`src/verilog/spdif_in_pkg.sv`:
```
// package: constants, types and behaviour list for the serial audio input stage
// Behaviour
// - three framing formats selectable: left-justified, I2S, right-justified.
// - word width selectable as 16, 18, 20 or 24 bits.
// - data and frame clock captured on rising bit clock edge.
// - right-justified: frame clock high is left, low is right.
// - right-justified: MSB 12 periods late for 20-bit, 16 for 16-bit.
// - with no format chosen the port runs I2S framing.
// - I2S: frame clock low is left, high is right.
// - I2S: MSB one bit clock after frame transition, then descending bits.
// - left-justified: frame clock high is left, low is right.
// - left-justified: MSB on first rising edge after transition.
package spdif_in_pkg;
    typedef enum logic [1:0] {
        FMT_I2S   = 2'h0,
        FMT_LEFT  = 2'h1,
        FMT_RIGHT = 2'h2
    } frame_fmt_t;

    typedef enum logic [1:0] {
        WID_16 = 2'h0,
        WID_18 = 2'h1,
        WID_20 = 2'h2,
        WID_24 = 2'h3
    } word_width_t;

    localparam int          WORD_MAX      = 24;
    localparam int          CNT_W         = 6;
    localparam logic [5:0]  HALF_FRAME    = 6'h20;
    localparam logic [5:0]  I2S_DELAY     = 6'h01;
    localparam logic [5:0]  LEFT_DELAY    = 6'h00;

    typedef struct packed {
        logic                  right;
        logic [WORD_MAX-1:0]   data;
    } sample_t;

    // width code to bit count
    function automatic logic [5:0] width_bits(input word_width_t w);
        case (w)
            WID_16:  width_bits = 6'h10;
            WID_18:  width_bits = 6'h12;
            WID_20:  width_bits = 6'h14;
            default: width_bits = 6'h18;
        endcase
    endfunction : width_bits
endpackage : spdif_in_pkg

```
`src/verilog/spdif_serial_in.sv`:
```
// serial audio input port: frames bit clock, frame clock and data into words
module spdif_serial_in (
    input  wire logic                      clk_sys,
    input  wire logic                      rstn,
    input  wire logic                      bit_clk,
    input  wire logic                      frame_clk,
    input  wire logic                      ser_data,
    input  wire spdif_in_pkg::frame_fmt_t  fmt_sel,
    input  wire spdif_in_pkg::word_width_t width_sel,
    output spdif_in_pkg::sample_t          sample,
    output logic                           sample_valid
);
    import spdif_in_pkg::*;

    // settled pin levels from the synchronisers
    logic        bclk_s;
    logic        fclk_s;
    logic        data_s;

    // previous levels, kept for edge detection
    logic        bclk_prev_q;
    logic        fclk_prev_q;

    // framing state: armed flag, slot position, captured count
    logic        started_q;
    logic [5:0]  bitpos_q;
    logic [5:0]  got_q;

    // word assembly
    logic [WORD_MAX-1:0] shift_q;
    logic        chan_right_q;
    logic        done_q;

    // one-step increment shared by the slot and bit counters
    function automatic logic [5:0] bump(input logic [5:0] v);
        bump = v + 6'h01;
    endfunction : bump

    // all three pins see the same synchroniser depth, so their relative timing is kept
    pin_sync u_sync_bclk (
        .clk_sys (clk_sys),
        .rstn    (rstn),
        .pin     (bit_clk),
        .level   (bclk_s)
    );

    pin_sync u_sync_fclk (
        .clk_sys (clk_sys),
        .rstn    (rstn),
        .pin     (frame_clk),
        .level   (fclk_s)
    );

    pin_sync u_sync_data (
        .clk_sys (clk_sys),
        .rstn    (rstn),
        .pin     (ser_data),
        .level   (data_s)
    );

    // rising bit clock edge is the only capture instant
    wire         bclk_rise = bclk_s & ~bclk_prev_q;
    wire         fclk_edge = bclk_rise & (fclk_s != fclk_prev_q);
    wire [5:0]   wbits     = width_bits(width_sel);

    // msb delay per format; unknown codes fall back to I2S
    wire [5:0]   msb_delay = (fmt_sel == FMT_RIGHT) ? HALF_FRAME - wbits
                           : (fmt_sel == FMT_LEFT)  ? LEFT_DELAY
                           : I2S_DELAY;

    // channel from frame clock level: the justified formats invert the sense
    wire         is_right  = (fmt_sel == FMT_LEFT || fmt_sel == FMT_RIGHT)
                           ? ~fclk_s
                           : fclk_s;

    // bit position within the half frame; position 0 is the edge of the transition
    wire         started_q_or_edge = started_q | fclk_edge;
    wire         done_sel  = fclk_edge ? 1'b0 : done_q;
    wire [5:0]   got_base  = fclk_edge ? 6'h00 : got_q;
    wire [5:0]   got_next  = bump(got_base);
    wire [5:0]   pos_now   = fclk_edge ? 6'h00 : bump(bitpos_q);
    // a slot is taken only once armed, before the word is full and past the msb delay
    wire         take_bit  = bclk_rise && started_q_or_edge && !done_sel && pos_now >= msb_delay;
    wire         last_bit  = take_bit && (got_next == wbits);

    // edge trackers
    always_ff @(posedge clk_sys or negedge rstn) begin
        if (!rstn) begin
            bclk_prev_q <= 1'b0;
            fclk_prev_q <= 1'b0;
        end else begin
            bclk_prev_q <= bclk_s;
            if (bclk_rise) begin
                fclk_prev_q <= fclk_s;
            end
        end
    end

    // position and bit counters; first frame transition arms the port
    always_ff @(posedge clk_sys or negedge rstn) begin
        if (!rstn) begin
            started_q <= 1'b0;
            bitpos_q  <= 6'h00;
            got_q     <= 6'h00;
            done_q    <= 1'b0;
        end else if (bclk_rise) begin
            started_q <= started_q_or_edge;
            bitpos_q  <= pos_now;
            got_q     <= take_bit ? got_next : got_base;
            done_q    <= done_sel | last_bit;
        end
    end

    // shift register, msb first
    always_ff @(posedge clk_sys or negedge rstn) begin
        if (!rstn) begin
            shift_q      <= '0;
            chan_right_q <= 1'b0;
        end else if (take_bit) begin
            shift_q      <= {shift_q[WORD_MAX-2:0], data_s};
            chan_right_q <= is_right;
        end
    end

    // finished word, left aligned on the 24-bit bus
    wire [4:0] pad = 5'(6'(WORD_MAX) - wbits);
    always_ff @(posedge clk_sys or negedge rstn) begin
        if (!rstn) begin
            sample       <= '0;
            sample_valid <= 1'b0;
        end else begin
            sample_valid <= last_bit;
            if (last_bit) begin
                sample.right <= is_right;
                sample.data  <= WORD_MAX'({shift_q[WORD_MAX-2:0], data_s} << pad);
            end
        end
    end

    // a word strobe always follows the configured number of captured bits
    word_len_a: assert property (@(posedge clk_sys) disable iff (!rstn)
        sample_valid |-> $past(got_q) + 6'h01 == $past(wbits))
        else $error("word strobe before full width");
    // no capture before the msb slot
    msb_slot_a: assert property (@(posedge clk_sys) disable iff (!rstn)
        take_bit |-> pos_now >= msb_delay)
        else $error("bit taken before msb delay");
    // one strobe per half frame
    one_word_a: assert property (@(posedge clk_sys) disable iff (!rstn)
        sample_valid |=> !sample_valid)
        else $error("double word strobe");

    // channel sense checks use the frame level seen at the last bit
    // i2s and its fallback code: low is left
    chan_i2s_a: assert property (@(posedge clk_sys) disable iff (!rstn)
        sample_valid && fmt_sel != FMT_LEFT && fmt_sel != FMT_RIGHT |-> sample.right == $past(fclk_s))
        else $error("i2s channel tag wrong");

    // justified formats: high is left
    chan_just_a: assert property (@(posedge clk_sys) disable iff (!rstn)
        sample_valid && (fmt_sel == FMT_LEFT || fmt_sel == FMT_RIGHT) |-> sample.right == !$past(fclk_s))
        else $error("justified channel tag wrong");

    // sixteen-bit words leave the low eight-bit pad at zero
    pad_zero_a: assert property (@(posedge clk_sys) disable iff (!rstn)
        sample_valid && width_sel == WID_16 |-> sample.data[7:0] == 8'h00)
        else $error("16-bit word pad not zero");

    // twenty-bit words keep a four-bit pad
    pad_twenty_a: assert property (@(posedge clk_sys) disable iff (!rstn)
        sample_valid && width_sel == WID_20 |-> sample.data[3:0] == 4'h0)
        else $error("20-bit word pad not zero");

    // left-justified msb sits on the transition edge itself
    left_first_a: assert property (@(posedge clk_sys) disable iff (!rstn)
        fclk_edge && fmt_sel == FMT_LEFT |-> take_bit)
        else $error("left-justified msb missed");

    // i2s never takes the transition slot
    i2s_skip_a: assert property (@(posedge clk_sys) disable iff (!rstn)
        fclk_edge && fmt_sel == FMT_I2S |-> !take_bit)
        else $error("i2s bit taken on transition");

    // i2s msb is the slot right after the transition
    i2s_msb_a: assert property (@(posedge clk_sys) disable iff (!rstn)
        bclk_rise && !fclk_edge && started_q && bitpos_q == 6'h00 && fmt_sel == FMT_I2S |-> take_bit)
        else $error("i2s msb slot missed");

    // right-justified never takes the transition slot
    rj_skip_a: assert property (@(posedge clk_sys) disable iff (!rstn)
        fclk_edge && fmt_sel == FMT_RIGHT |-> !take_bit)
        else $error("right-justified bit taken on transition");

    // right-justified 20-bit msb lands twelve slots late
    rj_twenty_a: assert property (@(posedge clk_sys) disable iff (!rstn)
        bclk_rise && !fclk_edge && started_q && bitpos_q == 6'h0B && fmt_sel == FMT_RIGHT
        && width_sel == WID_20 |-> take_bit && got_base == 6'h00)
        else $error("right-justified 20-bit msb slot missed");

    // right-justified 16-bit msb lands sixteen slots late
    rj_sixteen_a: assert property (@(posedge clk_sys) disable iff (!rstn)
        bclk_rise && !fclk_edge && started_q && bitpos_q == 6'h0F && fmt_sel == FMT_RIGHT
        && width_sel == WID_16 |-> take_bit && got_base == 6'h00)
        else $error("right-justified 16-bit msb slot missed");

    // nothing is captured before the first transition
    arm_first_a: assert property (@(posedge clk_sys) disable iff (!rstn)
        !started_q && !fclk_edge |-> !take_bit)
        else $error("bit taken before arming");

    // a full word blocks capture until the next transition
    ignore_tail_a: assert property (@(posedge clk_sys) disable iff (!rstn)
        done_q && !fclk_edge |-> !take_bit)
        else $error("bit taken after full word");

    // every transition reopens capture
    done_clear_a: assert property (@(posedge clk_sys) disable iff (!rstn)
        fclk_edge |=> !done_q)
        else $error("word lock not cleared");

    // the word only moves with its strobe
    hold_sample_a: assert property (@(posedge clk_sys) disable iff (!rstn)
        !sample_valid |-> $stable(sample))
        else $error("sample moved without strobe");
endmodule : spdif_serial_in

```
`src/verilog/pin_sync.sv`:
```
// three-flop pin synchroniser that reports a settled level
module pin_sync (
    input  wire logic clk_sys,
    input  wire logic rstn,
    input  wire logic pin,
    output logic      level
);
    logic s1_q;
    logic s2_q;
    logic s3_q;

    // level moves only when the second and third flops agree
    always_ff @(posedge clk_sys or negedge rstn) begin
        if (!rstn) begin
            s1_q  <= 1'b0;
            s2_q  <= 1'b0;
            s3_q  <= 1'b0;
            level <= 1'b0;
        end else begin
            s1_q <= pin;
            s2_q <= s1_q;
            s3_q <= s2_q;
            if (s2_q == s3_q) begin
                level <= s3_q;
            end
        end
    end
endmodule : pin_sync

```
`config.mk`:
```
export PLATFORM = sky130hd
export DESIGN_NAME = spdif_serial_in
export DESIGN_NICKNAME = d
export VERILOG_FILES = /design/src/verilog/spdif_in_pkg.sv /design/src/verilog/spdif_serial_in.sv /design/src/verilog/pin_sync.sv
export SDC_FILE = /design/constraint.sdc
export NUM_CORES = 1
export LEC_CHECK = 0
export BUFFER_PORTS_ARGS = -buffer_cell sky130_fd_sc_hd__buf_2
export CAP_MARGIN = 20
export CELL_PAD_IN_SITES_DETAIL_PLACEMENT = 0
export CELL_PAD_IN_SITES_GLOBAL_PLACEMENT = 1
export CORE_UTILIZATION = 48
export DETAILED_ROUTE_END_ITERATION = 7
export PLACE_DENSITY = 0.81
export SYNTH_ARGS = -nofsm -noshare
export SYNTH_HDL_FRONTEND = slang
export SYNTH_HIERARCHICAL = 1
export SYNTH_SLANG_ARGS = --single-unit
export TNS_END_PERCENT = 1
```
`constraint.sdc`:
```
create_clock -name clk_sys -period 4.7 [get_ports clk_sys]
set_input_delay 0.94 -clock clk_sys [delete_from_list [all_inputs] [get_ports clk_sys]]
set_output_delay 0.94 -clock clk_sys [all_outputs]
set_load 0.005 [all_outputs]
```
==> results.cfg <==
[setup_path]
startpoint_type = flip-flop
critPathMaxFanout = 29
worstPathRequired_ns = 4.92
critPathKind = reg2reg
cp-end-kind = flip-flop
crit_arrival_ns = 4.05

[finish]
multi_input_area_sq_um = 2151
layout_common_cells = dfrtp_1, mux2_2, nand2_1, buf_2, nor2_1
nets = 424
regArea_sq_um = 1927
stdcell_count = 511
n_antenna_cell = 0
drive_gt1_share_pct = 31.77
n_fill_cell = 716
layout_commonest_cell = dfrtp_1
syn2layout_area_growth_pct = 10.89

[timing]
finalCriticalPeriod_ns = 3.825
maxSlewHeadroom_pct = 37.62
setup_viol = 0
fmax_mhz = 261.4
slew_viol_final = 0
worst_slew_pin_slew_ns = 0.9357
post-route-period-util_pct = 81.38
tns_ns = 0
clock_skew_ns = 0.009072
rsz0062_at_grt = no
hold_viol = 0

[outcome]
status = complete, no violations

[clocking]
cts_tree = yes
cts_sinks = 77
ctsRootBufferMaster = clkbuf_8
postCtsHoldBufs = 0
cts_resized = 0
cts_buffers = 9
clockBufferDepth = 2
path_clk_slew_ns = 0.08
cts-htree-levels = 3
insertion_delay_ns = 0.34
postCtsSetupBuffers = 0

[power_and_ir_drop]
powerDensity_nw_per_um2 = 400.8
combPwrFrac_pct = 29.3
power.share.clock_pct = 26.7
peakVddDrop_mv = 0.1732
power_leakage_nw = 2.335
p_switching_mw = 0.6202
seqPwrFrac_pct = 44.0
sw_frac_of_total_pct = 33.17
internal_power_mw = 1.249

[detailed_routing]
drtIter0Drc = 108
via_per_inst = 5.356
wl_per_cell_microns = 15.03
drt_wl_total_mm = 7.682
ant_nets = 0
drc = 0
num_vias = 2737
drt_pass1_iterations = 4

[synth]
synthesis.area_sq_um = 4207
async_flop_share_pct = 100.0
avgSynthCellArea_sq_um = 11.31
ys_ff_latch = 77
synth_warnings = 6
synth_flop_cell = dfrtp_1
ys_seq_area_share_pct = 45.81
syn_inst = 372
synthDistinctLibCells = 45
synth_edf_count = 0
synth_fp_nets = 395

[die]
die_x_microns = 95.62
num_io_pins = 35
die_h_microns = 95.62
row_count = 33
dieArea_sq_um = 9142
core-area_sq_um = 8341
start_util_pct = 50.44

[place]
place_congestion = 0.8338
dpl.hpwl_mm = 5.479
dpl.cell_count = 494
io_buffers = 34

[global_route]
grt_pass1_wl_mm = 12.48
grt-ovfl-total = 0
grt_usage_pct = 17.98
first_global_vias = 2529
grt_max_degree = 78
grt_antenna_before_repair = 0

[job]
cap_violations = 0

[hold_path]
hold_class = reg2reg
per-layer routing:
metal | wire [microns] | vias up | track usage [%]
met5 | 0 | - | 0
met2 | 3279 | 47 | 25.54
met4 | 66 | 0 | 6.716
li1 | - | 1368 | -
met3 | 227 | 5 | 2.871
met1 | 4108 | 1317 | 27.22
layout make-up:
class / instances / share of cell area, %
clock buffers: 10 / 2.951
clock inverters: 6 / 1.341
inverters: 6 / 0.4828
multi-input cells: 265 / 46.11
flip-flops and latches: 77 / 41.31
well taps: 105 / 2.817
repair buffers: 42 / 4.989
state kept, by name, summed over array words and instances (netlist names):
signal / count
bclk_prev_q: 1
bitpos_q: 6
done_q: 1
fclk_prev_q: 1
got_q: 6
sample: 25
sample_valid: 1
shift_q: 23
started_q: 1
u_sync_bclk/level: 1
u_sync_bclk/s1_q: 1
u_sync_bclk/s2_q: 1
u_sync_bclk/s3_q: 1
u_sync_data/level: 1
u_sync_data/s1_q: 1
u_sync_data/s2_q: 1
u_sync_data/s3_q: 1
u_sync_fclk/level: 1
u_sync_fclk/s1_q: 1
u_sync_fclk/s2_q: 1
u_sync_fclk/s3_q: 1
metrics by stage:
step | setup slack, ns | power (mW) | hold WS [ns] | utilization (%) | cell area, sq um
6_report | 0.8750 | 1.870 | 0.3509 | 55.93 | 4664
5_1_grt | 0.6764 | 1.992 | 0.3657 | 55.93 | 4664
4_1_cts | 0.8575 | 1.888 | 0.3565 | 55.84 | 4657
3_5_place_dp | 0.6739 | 1.379 | 0.3371 | 53.44 | 4457
3_3_place_gp | 0.7398 | 1.367 | 0.3337 | 53.44 | 4457
2_1_floorplan | 0.5385 | 1.235 | 0.3312 | - | 4207
worst max-delay path, cell delays in order, from the launching register on:
cell	delay [ns]
dfrtp_1	0.46
xnor2_2	0.21
or2_2	0.41
and2_1	0.22
ha_1	0.27
o21ai_0	0.08
o21ai_0	0.15
o211ai_1	0.17
a211oi_4	0.26
buf_4	0.36
or4b_1	0.47
buf_4	0.28
mux2_1	0.37
Yosys cell counts, types with 3 or more instances:
cell type  number  area (sq um)
nand2_1        37         138.9
nand3_1         5         25.02
xnor2_1         4         35.03
buf_1           4         15.01
dfrtp_1        77          1927
o31ai_1         3         22.52
or2_2           3         18.77
mux4_2          4         90.09
mux2_4         18         270.3
o21a_1          3         22.52
ha_1           14         175.2
clkbuf_1       13         48.80
nand2b_1        7         43.79
nor3b_1         4         30.03
mux2i_1        20         200.2
and2_1          3         18.77
xor2_1          7         61.31
o22ai_1         8         50.05
mux2_2         38         427.9
inv_1           5         18.77
nor3_1          4         20.02
buf_2           4         20.02
maj3_2          3         33.78
nor2b_1         7         43.79
o21ai_0        20         100.1
mux2_1          3         33.78
nor2_1         24         90.09
a21oi_1         7         35.03
power by group through the flow:
stage          registers [mW]  logic [mW]  clock network [mW]
2_1_floorplan           0.809       0.425                   0
5_1_grt                 0.837       0.612               0.543
3_5_place_dp            0.836       0.542                   0
3_3_place_gp            0.830       0.537                   0
6_report                0.824       0.548               0.498
4_1_cts                 0.823       0.547               0.517
worst paths after layout:
kind                       slack (ns)              start                to  cells past startpoint
hold reg to reg                  0.35   u_sync_fclk/s1_q  u_sync_fclk/s2_q                      0
setup reg to reg                 0.87  u_sync_fclk/level        sample[23]                     12
max in group asynchronous        3.36               rstn        shift_q[7]                      1
hold / removal                   0.35   u_sync_fclk/s1_q  u_sync_fclk/s2_q                      0
setup / recovery                 0.87  u_sync_fclk/level        sample[23]                     12
min in group asynchronous        0.73               rstn       bitpos_q[0]                      1
cells by family after synthesis:
logic type	Yosys count	synth area share (%)
compound gates	49	6.990
mux	83	24.30
buf+inv	30	3.242
xor+xnor	12	2.677
fa+ha+maj	17	4.967
simple gates	104	12.02
flops	77	45.81
Power figures use the tool's default switching activity.
